--- src/sbf_pkg.sv ---
`default_nettype none
package sbf_pkg;
	localparam int SBF_DATA_W = 8;
	localparam int SBF_FIFO_DEPTH = 8;
	localparam int SBF_DIV_W = 11;
	localparam logic [4:0] SBF_EDGES = 5'h10;
	localparam logic [2:0] SBF_LAST_BIT = 3'h7;
	localparam logic [7:0] SBF_DATA_RST = 8'h00;
	// pin input order: sck, ss_n, mosi, miso
	localparam logic [3:0] SBF_PIN_RST = 4'h4;
	localparam logic [3:0] SBF_ONE4 = 4'h1;

	typedef enum logic [1:0] {
		SBF_IDLE = 2'b00,
		SBF_RUN = 2'b01
	} sbf_state_t;

	typedef struct packed {
		logic [2:0] baud_preselect;
		logic [2:0] baud_select;
		logic select_output_enable;
		logic fault_detect_enable;
		logic single_wire_data_mode;
		logic shared_pin_drive_enable;
		logic block_enable;
		logic halt_in_wait;
	} sbf_cfg_t;

	typedef struct packed {
		logic sck;
		logic ss_n;
		logic mosi;
		logic miso;
	} sbf_pin_in_t;

	typedef struct packed {
		logic sck_o;
		logic sck_oe;
		logic mosi_o;
		logic mosi_oe;
		logic miso_o;
		logic miso_oe;
		logic ss_n_o;
		logic ss_n_oe;
	} sbf_pin_out_t;
endpackage
`default_nettype wire

--- src/sbf_port.sv ---
// Notes on behaviour
// - all-zero baud fields divide clock by two
// - divisor is (preselect+1) times 2^(select+1)
// - divider runs only for active master transfers
// - automatic select low during transfer, high idle
// - automatic select needs master, output and fault enables
// - automatic select output suppresses fault detection
// - single-wire uses MOSI for master, MISO slave
// - shared pin direction follows drive enable bit
// - clock out as master, in as slave
// - master with detection sets fault on select low
// - no fault without detection or in slave mode
// - fault forces slave, drivers off, transfer aborted
// - single-wire master fault drops shared pin enable
// - status read then control write clears fault
// - disabled block idles, registers still accessible
// - wait without halt keeps normal operation
// - halted wait freezes master transfer, then resumes
// - halted slave keeps shifting its current source
// - slave completion deferred until wait is left
// - idle wait cycle gives no completion
// - stopped clock freezes master and slave alike, slave misses edges
// - received data reads zero after reset
// - fault clears the master select bit
// - interrupt is enabled OR of three flags
// - byte dropped while done flag still set
`timescale 1ns/10ps
`default_nettype none

////////////////////////////////////////////////////////////////
module sbf_fifo #(
	parameter int WIDTH = 8,
	parameter int DEPTH = 8
) (
	input wire logic clk, // module clock
	input wire logic rst_n, // async reset
	input wire logic en, // clock enable
	input wire logic in_valid, // write request
	output logic in_ready, // room left
	input wire logic [WIDTH-1:0] in_data, // write word
	output logic out_valid, // word waiting
	input wire logic out_ready, // reader takes word
	output logic [WIDTH-1:0] out_data // oldest word
);
	localparam int PW = $clog2(DEPTH);
	logic [WIDTH-1:0] mem [DEPTH];
	logic [PW-1:0] wp_reg;
	logic [PW-1:0] rp_reg;
	logic [PW:0] cnt_reg;
	logic push;
	logic pop;
	logic [PW-1:0] last;

	assign last = PW'(DEPTH - 1);
	assign in_ready = (cnt_reg != (PW+1)'(DEPTH));
	assign out_valid = (cnt_reg != '0);
	assign push = in_valid & in_ready;
	assign pop = out_valid & out_ready;
	assign out_data = mem[rp_reg];

	always_ff @(posedge clk) begin
		if (en && push) begin
			mem[wp_reg] <= in_data;
		end
	end

	always_ff @(posedge clk or negedge rst_n) begin
		if (!rst_n) begin
			wp_reg <= '0;
			rp_reg <= '0;
			cnt_reg <= '0;
		end else if (en) begin
			if (push) begin
				wp_reg <= (wp_reg == last) ? '0 : wp_reg + 1'b1;
			end
			if (pop) begin
				rp_reg <= (rp_reg == last) ? '0 : rp_reg + 1'b1;
			end
			cnt_reg <= cnt_reg + (PW+1)'(push) - (PW+1)'(pop);
		end
	end
endmodule

////////////////////////////////////////////////////////////////
module sbf_port
	import sbf_pkg::*;
#(
	parameter int FIFO_DEPTH = SBF_FIFO_DEPTH
) (
	input wire logic SYS_CLK, // module clock
	input wire logic RST_N, // async reset, low active
	input wire logic CLK_EN, // freezes all state when low
	input wire sbf_cfg_t CFG, // control fields
	input wire logic WAIT_MODE, // processor in wait
	input wire logic CR1_WR, // first control register write
	input wire logic CR1_MASTER, // master select bit written
	input wire logic STATUS_RD, // status register read
	input wire logic DONE_CLR, // clears transfer done flag
	input wire logic TX_VALID, // transmit byte offered
	output logic TX_READY, // transmit fifo has room
	input wire logic [7:0] TX_DATA, // transmit byte
	input wire sbf_pin_in_t PIN_IN, // raw pin levels
	output sbf_pin_out_t PIN_OUT, // pin drive and enables
	output logic MASTER_SELECT, // master select bit
	output logic MODE_FAULT_FLAG, // mode fault flag
	output logic TRANSFER_DONE_FLAG, // transfer done flag
	output logic TRANSMIT_EMPTY_FLAG, // holding register empty
	output logic [7:0] RX_DATA, // received byte
	output logic IRQ // interrupt request
);
	////////////////////////////////////////////////////////////////
	// pin synchronisers: a change counts once stage 2 and 3 agree
	logic [3:0] s1_reg;
	logic [3:0] s2_reg;
	logic [3:0] s3_reg;
	logic [3:0] filt_reg;
	logic [3:0] filt_next;
	logic sck_d_reg;
	logic ss_d_reg;

	assign filt_next = (s2_reg & s3_reg) | (filt_reg & (s2_reg | s3_reg));

	always_ff @(posedge SYS_CLK or negedge RST_N) begin
		if (!RST_N) begin
			s1_reg <= SBF_PIN_RST;
			s2_reg <= SBF_PIN_RST;
			s3_reg <= SBF_PIN_RST;
			filt_reg <= SBF_PIN_RST;
			sck_d_reg <= 1'b0;
			ss_d_reg <= 1'b1;
		end else if (CLK_EN) begin
			s1_reg <= PIN_IN;
			s2_reg <= s1_reg;
			s3_reg <= s2_reg;
			filt_reg <= filt_next;
			sck_d_reg <= filt_reg[3];
			ss_d_reg <= filt_reg[2];
		end
	end

	wire sck_f = filt_reg[3];
	wire ss_n_f = filt_reg[2];
	wire mosi_f = filt_reg[1];
	wire miso_f = filt_reg[0];

	////////////////////////////////////////////////////////////////
	// mode decode
	logic master_reg;
	logic fault_reg;
	logic arm_reg;
	sbf_state_t st_reg;
	logic tx_full_reg;
	logic [7:0] tx_hold_reg;

	wire en = CFG.block_enable;
	wire halted = WAIT_MODE & CFG.halt_in_wait;
	wire sw = CFG.single_wire_data_mode;
	wire is_master = en & master_reg & ~fault_reg;
	wire slave_act = en & ~master_reg & ~fault_reg;
	wire selected = ~ss_n_f;
	wire auto_ss = is_master & CFG.select_output_enable & CFG.fault_detect_enable;
	// select output takes the pin, so the fault watcher must be off
	wire fault_det = is_master & CFG.fault_detect_enable
		& ~CFG.select_output_enable & ~ss_n_f;

	////////////////////////////////////////////////////////////////
	// transmit path: fifo feeds the holding register
	logic fifo_valid;
	logic [7:0] fifo_data;
	logic tx_load;
	logic m_start;
	logic s_load;
	logic s_consume;

	sbf_fifo #(
		.WIDTH(SBF_DATA_W),
		.DEPTH(FIFO_DEPTH)
	) u_fifo (
		.clk(SYS_CLK),
		.rst_n(RST_N),
		.en(CLK_EN),
		.in_valid(TX_VALID),
		.in_ready(TX_READY),
		.in_data(TX_DATA),
		.out_valid(fifo_valid),
		.out_ready(~tx_full_reg),
		.out_data(fifo_data)
	);

	assign tx_load = fifo_valid & ~tx_full_reg;
	wire ss_fall = slave_act & ss_d_reg & ~ss_n_f;
	assign s_load = ss_fall & tx_full_reg;
	// in halted wait the slave keeps resending the same held byte
	assign s_consume = s_load & ~halted;

	always_ff @(posedge SYS_CLK or negedge RST_N) begin
		if (!RST_N) begin
			tx_full_reg <= 1'b0;
			tx_hold_reg <= SBF_DATA_RST;
		end else if (CLK_EN) begin
			if (tx_load) begin
				tx_full_reg <= 1'b1;
				tx_hold_reg <= fifo_data;
			end else if (m_start || s_consume) begin
				tx_full_reg <= 1'b0;
			end
		end
	end

	////////////////////////////////////////////////////////////////
	// baud divider
	logic [SBF_DIV_W-1:0] div_cnt_reg;
	logic [SBF_DIV_W-1:0] half_len;
	logic div_run;
	logic tick;

	// half period is (preselect+1) * 2^select, so a full period doubles it
	assign half_len = SBF_DIV_W'({1'b0, CFG.baud_preselect} + SBF_ONE4)
		<< CFG.baud_select;
	assign div_run = (st_reg == SBF_RUN) & is_master & ~halted;
	assign tick = div_run & (div_cnt_reg == half_len - 1'b1);

	always_ff @(posedge SYS_CLK or negedge RST_N) begin
		if (!RST_N) begin
			div_cnt_reg <= '0;
		end else if (CLK_EN) begin
			if (st_reg != SBF_RUN || !is_master) begin
				div_cnt_reg <= '0;
			end else if (div_run) begin
				div_cnt_reg <= tick ? '0 : div_cnt_reg + 1'b1;
			end
		end
	end

	////////////////////////////////////////////////////////////////
	// master sequencer: 16 clock edges, then one more half period
	logic [4:0] edge_reg;
	logic sck_reg;
	logic m_comp;

	assign m_start = (st_reg == SBF_IDLE) & is_master & tx_full_reg & ~halted;
	assign m_comp = tick & (edge_reg == SBF_EDGES);

	always_ff @(posedge SYS_CLK or negedge RST_N) begin
		if (!RST_N) begin
			st_reg <= SBF_IDLE;
			edge_reg <= '0;
			sck_reg <= 1'b0;
		end else if (CLK_EN) begin
			// a fault in the start cycle must not let the transfer begin
			if (!is_master || fault_det) begin
				st_reg <= SBF_IDLE;
				sck_reg <= 1'b0;
			end else if (m_start) begin
				st_reg <= SBF_RUN;
				edge_reg <= '0;
				sck_reg <= 1'b0;
			end else if (m_comp) begin
				st_reg <= SBF_IDLE;
			end else if (tick) begin
				edge_reg <= edge_reg + 1'b1;
				sck_reg <= ~sck_reg;
			end
		end
	end

	////////////////////////////////////////////////////////////////
	// shift register shared by master and slave
	logic [7:0] sh_reg;
	logic samp_reg;
	logic [2:0] bit_reg;
	logic din_m;
	logic din_s;
	logic s_rise;
	logic s_fall;
	logic s_comp;
	logic m_samp;
	logic m_shift;

	assign din_m = sw ? mosi_f : miso_f;
	assign din_s = sw ? miso_f : mosi_f;
	assign s_rise = slave_act & selected & sck_f & ~sck_d_reg;
	assign s_fall = slave_act & selected & ~sck_f & sck_d_reg;
	// the slave shifts on its own edges even in halted wait
	assign s_comp = s_fall & (bit_reg == SBF_LAST_BIT);
	assign m_samp = tick & ~m_comp & ~edge_reg[0];
	assign m_shift = tick & ~m_comp & edge_reg[0];

	always_ff @(posedge SYS_CLK or negedge RST_N) begin
		if (!RST_N) begin
			sh_reg <= SBF_DATA_RST;
			samp_reg <= 1'b0;
			bit_reg <= '0;
		end else if (CLK_EN) begin
			if (m_start) begin
				sh_reg <= tx_hold_reg;
			end else if (ss_fall) begin
				bit_reg <= '0;
				// without a new byte the last received byte goes back out
				if (s_load) begin
					sh_reg <= tx_hold_reg;
				end
			end else if (m_shift) begin
				sh_reg <= {sh_reg[6:0], 1'b0};
			end else if (s_rise) begin
				samp_reg <= din_s;
			end else if (s_fall) begin
				sh_reg <= {sh_reg[6:0], samp_reg};
				bit_reg <= bit_reg + 1'b1;
			end
		end
	end

	////////////////////////////////////////////////////////////////
	// master receive: returning data reaches the logic four cycles late
	// through the pin synchroniser, so each bit is taken that much after
	// its rising edge; this keeps the fastest divisor usable
	logic [3:0] samp_dly_reg;
	logic [7:0] m_rx_reg;
	logic [2:0] m_bit_reg;
	logic m_got;
	logic m_done;

	assign m_got = samp_dly_reg[3];
	assign m_done = m_got & (m_bit_reg == SBF_LAST_BIT);

	always_ff @(posedge SYS_CLK or negedge RST_N) begin
		if (!RST_N) begin
			samp_dly_reg <= '0;
			m_rx_reg <= SBF_DATA_RST;
			m_bit_reg <= '0;
		end else if (CLK_EN) begin
			if (!is_master) begin
				samp_dly_reg <= '0;
				m_bit_reg <= '0;
			end else begin
				samp_dly_reg <= {samp_dly_reg[2:0], m_samp};
				if (m_got) begin
					m_rx_reg <= {m_rx_reg[6:0], din_m};
					m_bit_reg <= m_bit_reg + 1'b1;
				end
			end
		end
	end

	////////////////////////////////////////////////////////////////
	// completion, deferral through halted wait, receive register
	logic pend_reg;
	logic [7:0] pend_byte_reg;
	logic [7:0] comp_byte;
	logic defer;
	logic deliver;
	logic [7:0] deliver_byte;
	logic done_reg;
	logic [7:0] rx_reg;

	assign comp_byte = m_done ? {m_rx_reg[6:0], din_m} : {sh_reg[6:0], samp_reg};
	assign defer = s_comp & halted;
	// only a byte finished in wait is pending, so idle waits give nothing
	assign deliver = ((m_done | s_comp) & ~defer) | (pend_reg & ~halted);
	assign deliver_byte = pend_reg ? pend_byte_reg : comp_byte;

	always_ff @(posedge SYS_CLK or negedge RST_N) begin
		if (!RST_N) begin
			pend_reg <= 1'b0;
			pend_byte_reg <= SBF_DATA_RST;
		end else if (CLK_EN) begin
			if (defer) begin
				pend_reg <= 1'b1;
				pend_byte_reg <= comp_byte;
			end else if (!halted) begin
				pend_reg <= 1'b0;
			end
		end
	end

	always_ff @(posedge SYS_CLK or negedge RST_N) begin
		if (!RST_N) begin
			done_reg <= 1'b0;
			rx_reg <= SBF_DATA_RST;
		end else if (CLK_EN) begin
			// set wins over a clear in the same cycle
			done_reg <= deliver | (done_reg & ~DONE_CLR);
			if (deliver && !done_reg) begin
				rx_reg <= deliver_byte;
			end
		end
	end

	////////////////////////////////////////////////////////////////
	// mode fault flag and master select bit
	always_ff @(posedge SYS_CLK or negedge RST_N) begin
		if (!RST_N) begin
			fault_reg <= 1'b0;
			arm_reg <= 1'b0;
			master_reg <= 1'b0;
		end else if (CLK_EN) begin
			fault_reg <= fault_det | (fault_reg & ~(arm_reg & CR1_WR));
			if (fault_det || (arm_reg && CR1_WR)) begin
				arm_reg <= 1'b0;
			end else if (STATUS_RD && fault_reg) begin
				arm_reg <= 1'b1;
			end
			if (fault_det) begin
				master_reg <= 1'b0;
			end else if (CR1_WR) begin
				master_reg <= CR1_MASTER;
			end
		end
	end

	////////////////////////////////////////////////////////////////
	// pins; a fault leaves every driver off until it is cleared
	wire drv_ok = ~sw | CFG.shared_pin_drive_enable;

	assign PIN_OUT.sck_o = sck_reg;
	assign PIN_OUT.sck_oe = is_master;
	assign PIN_OUT.mosi_o = sh_reg[7];
	assign PIN_OUT.mosi_oe = is_master & drv_ok;
	assign PIN_OUT.miso_o = sh_reg[7];
	assign PIN_OUT.miso_oe = slave_act & selected & drv_ok;
	assign PIN_OUT.ss_n_o = (st_reg != SBF_RUN);
	assign PIN_OUT.ss_n_oe = auto_ss;

	assign MASTER_SELECT = master_reg;
	assign MODE_FAULT_FLAG = fault_reg;
	assign TRANSFER_DONE_FLAG = done_reg;
	assign TRANSMIT_EMPTY_FLAG = ~tx_full_reg;
	assign RX_DATA = rx_reg;
	assign IRQ = en & (fault_reg | done_reg | ~tx_full_reg);
endmodule
`default_nettype wire

--- config.mk ---
export PLATFORM = sky130hd
export DESIGN_NAME = sbf_port
export DESIGN_NICKNAME = d
export VERILOG_FILES = /design/src/sbf_pkg.sv /design/src/sbf_port.sv
export SDC_FILE = /design/constraint.sdc
export NUM_CORES = 1
export LEC_CHECK = 0
export ABC_AREA = 1
export BUFFER_PORTS_ARGS = -buffer_cell sky130_fd_sc_hd__clkbuf_2
export CAP_MARGIN = 10
export CORE_ASPECT_RATIO = 0.5
export CORE_MARGIN = 3
export CORE_UTILIZATION = 49
export DETAILED_ROUTE_END_ITERATION = 10
export GPL_TIMING_DRIVEN = 1
export PLACE_DENSITY = 0.67
export RECOVER_POWER = 50
export SLEW_MARGIN = 20
export SYNTH_ARGS = -nofsm -noshare
export SYNTH_HDL_FRONTEND = slang
export SYNTH_SLANG_ARGS = --single-unit
--- constraint.sdc ---
create_clock -name SYS_CLK -period 4.1 [get_ports SYS_CLK]
set_clock_uncertainty 0.1 [all_clocks]
set_input_delay 0.205 -clock SYS_CLK [delete_from_list [all_inputs] [get_ports SYS_CLK]]
set_output_delay 0.205 -clock SYS_CLK [all_outputs]
set_load 0.02 [all_outputs]
==> run_results.csv <==
group,metric,value,unit
clocking,cts_setup_buffers,0,
timing,final_hold_viol_count,0,
synthesis,synthCells,934,
timing,finalCritPeriodShare,0.679,
min_path,hold_path.class,"input port to flop",
global_route,grt_pass1_vias,6166,
clocking,cts_tree,"yes",
global_route,overflow,0,
clocking,clk_pin_slew,0.08,ns
critical_path,critical_path_required,4.31,ns
power_and_ir_drop,cell_internal_pwr,3.21,mW
power_and_ir_drop,total_power,4.99,mW
critical_path,critical_path_class,"flop to flop",
synthesis,yosys_warnings,0,
clocking,cts.sinks,166,
drt,via_per_inst,5.25,
timing,tightest_slew,1.97,ns
power_and_ir_drop,p_leak,4.20,nW
min_path,holdPathEnd,"MASTER_SELECT",
timing,slew-limit-headroom,-0.313,
power_and_ir_drop,worst_ir_drop_vdd,0.318,mV
timing,setup_ws,1.32,ns
cells_and_area,syn2layout_area_growth,14.1,%
global_route,antenna_found_initial,0,
synthesis,synth_edf_count,64,
clocking,clockBufferDepth,2,
run,max-cap-violations,1,
critical_path,cp-startpoint,"MODE_FAULT_FLAG",
drt,drt_wl_total,17700,um
die,dieArea,18600,um^2
min_path,hold_depth,3,
power_and_ir_drop,switching_share,0.358,
drt,ant_nets,0,
run_status,status,"complete, but fails checks",
cells_and_area,n_antenna_cell,0,
synthesis,async_flop_share,0.614,
min_path,hp-start,"CFG[5]",
synthesis,ys_ff_latch,166,
critical_path,cp-start-kind,"flop",
power_and_ir_drop,pwr-share-comb,0.246,
global_route,grt_max_degree,78,
place,pre_cts_ws,1.14,ns
power_and_ir_drop,net-switching-power,1.79,mW
cells_and_area,final_nets,1048,
critical_path,cp_max_fo,16,
timing,setup_violations,0,
drt,routedWlPerCell,14.4,um
die,core-area,16000,um^2
place,port_buffers,54,
timing,rsz0062_at_grt,"no",
cells_and_area,drive_gt1_frac,0.103,
critical_path,r2r-end,"RX_DATA[0]",
drt,dr.pass1.iters,5,
cells_and_area,largest_register_ff_count,64,
timing,fmax,0.359,GHz
timing,fin_setup_tns,0,ns
global_route,grt_usage,0.200,
place,place_congestion,0.864,
cells_and_area,final_cell_mix,"nand2_1 (241), dfrtp_1 (97), o21ai_0 (93), inv_1 (88), nor2_1 (79)",
clocking,cts-root-buf,"clkbuf_16",
run_status,violations,"capacitance limit, slew limit",
synthesis,synth_top_flop_cell,"dfrtp_1",
synthesis,ys_types,42,
die,start_util,0.519,
critical_path,arrival,3.00,ns
timing,slew_violations,78,
clocking,htreeDepth,4,
critical_path,r2r_cells,9,
drt,vias,6454,
synthesis,syn_nets,987,
die,die_h,98.0,um
timing,min_period,2.78,ns
clocking,clock_latency,0.43,ns
die,io_pins,55,
critical_path,cp-end-kind,"flop",
power_and_ir_drop,power_density,528,nW/um^2
die,rows,32,
critical_path,reg2reg_from,"MODE_FAULT_FLAG",
synthesis,syn-cell-area,8290,um^2
place,dp_hpwl,12100,um
drt,drc,0,
critical_path,ff2ff_setup_slack,1.32,ns
cells_and_area,finalNonFillerCells,1229,
drt,drt-initial-drc-count,375,
clocking,cts_buffers,17,
clocking,cts-resized-gates,0,
synthesis,avgSynthCellArea,8.87,um^2
die,die_w,190,um
global_route,grt_pass1_wl,30200,um
power_and_ir_drop,p_seq_frac,0.431,
cells_and_area,final_common_cell,"nand2_1",
synthesis,yosysSeqAreaShare,0.541,
place,dpl.cell_count,1180,
power_and_ir_drop,pwr-share-clk,0.323,
==> area by class of cell <==
cell class	instances	area [um^2]
inverter	99	372
timing repair buffer	75	437
sequential	166	4480
fill	1389	6520
clock inverter	15	179
tap	221	277
multi-input combinational	636	3280
clock buffer	17	425
==> per-layer routing <==
layer,global-route usage,vias to the layer above,wire (um)
met1,0.279,3061,8540
met2,0.323,134,8310
met4,0.0533,0,158
li1,-,3244,-
met5,0,-,0
met3,0.0398,15,720
==> per-stage QoR <==
stage	utilization	hold slack (ns)	instance area (um^2)
after floorplan	-	-0.191	8290
after global placement	0.545	0.290	8710
after detailed placement	0.545	0.298	8710
after CTS	0.594	0.00807	9490
after global routing	0.592	0.0521	9450
final	0.592	0.0440	9450
==> critical path, stage by stage, from the launching register on <==
cell and delay, ns:
dfrtp_1 0.42, nor4_1 0.39, inv_1 0.16, nor3_4 0.29, nand2_1 0.13, a21oi_1 0.14, o21ai_0 0.14, nor2_2 0.57
o211ai_1 0.17, o21a_1 0.14
==> kinds of logic (layout without fill, tap and decap cells) <==
| group | count (synthesis) | count (layout) | share of synthesized area |
|---|---|---|---|
| DFF | 166 | 166 | 0.541 |
| xor gates and xnor gates | 21 | 21 | 0.0222 |
| AOI/OAI and AO/OA | 169 | 169 | 0.119 |
| and+or+nand+nor | 426 | 426 | 0.223 |
| buffers and inverters | 132 | 206 | 0.0631 |
| adders and majority gates | 20 | 20 | 0.0311 |
==> repair_timing <==
action / in CTS / in global routing
hold buffers: 17 / 0
endpoints found under the hold margin: 142 / 0
setup endpoints to repair: 0 / 0
==> how the worst max path moves through the flow <==
stage / end / slack, ns / depth (start not counted)
final: RX_DATA[0] / 1.32 / 9
after global routing: RX_DATA[0] / 1.02 / 9
after CTS: sh_reg[2] / 1.33 / 12
after detailed placement: div_cnt_reg[7] / 1.14 / 16
after global placement: div_cnt_reg[0] / 1.25 / 16
after floorplan: sh_reg[0] / 1.67 / 17
==> synth_stat cells, types with 2 or more instances <==
cell type | instances | share of area
o211ai_1 | 19 | 0.017
nor2_1 | 79 | 0.036
nor2_4 | 3 | 0.0041
buf_2 | 4 | 0.0024
clkinv_1 | 3 | 0.0014
or2_1 | 2 | 0.0015
nand2_1 | 241 | 0.11
nand3_1 | 59 | 0.036
ha_1 | 19 | 0.029
nand4_1 | 9 | 0.0068
a22o_1 | 2 | 0.0021
dfstp_2 | 5 | 0.016
buf_1 | 2 | 0.00091
buf_4 | 6 | 0.0054
o22ai_1 | 19 | 0.014
o221ai_1 | 8 | 0.0085
a21oi_1 | 12 | 0.0072
xor2_1 | 17 | 0.018
clkbuf_1 | 21 | 0.0095
nor3_1 | 6 | 0.0036
nand2_2 | 6 | 0.0045
inv_2 | 8 | 0.0036
o21ai_1 | 4 | 0.0024
dfrtp_1 | 97 | 0.29
inv_1 | 88 | 0.040
nor2_2 | 6 | 0.0045
o21ai_0 | 93 | 0.056
edfxtp_1 | 64 | 0.23
xnor2_1 | 4 | 0.0042
o21a_1 | 9 | 0.0082
nand2_4 | 2 | 0.0027
a32o_1 | 2 | 0.0024
nand3_2 | 6 | 0.0072
==> power groups by stage <==
stage | logic (mW) | registers [mW] | clock network, mW
2_1_floorplan | 0.917 | 2.14 | 0
3_3_place_gp | 1.20 | 2.18 | 0
3_5_place_dp | 1.23 | 2.19 | 0
4_1_cts | 1.24 | 2.15 | 1.64
5_1_grt | 1.43 | 2.19 | 1.71
6_report | 1.23 | 2.15 | 1.61
(Power assumes the default switching activity.)
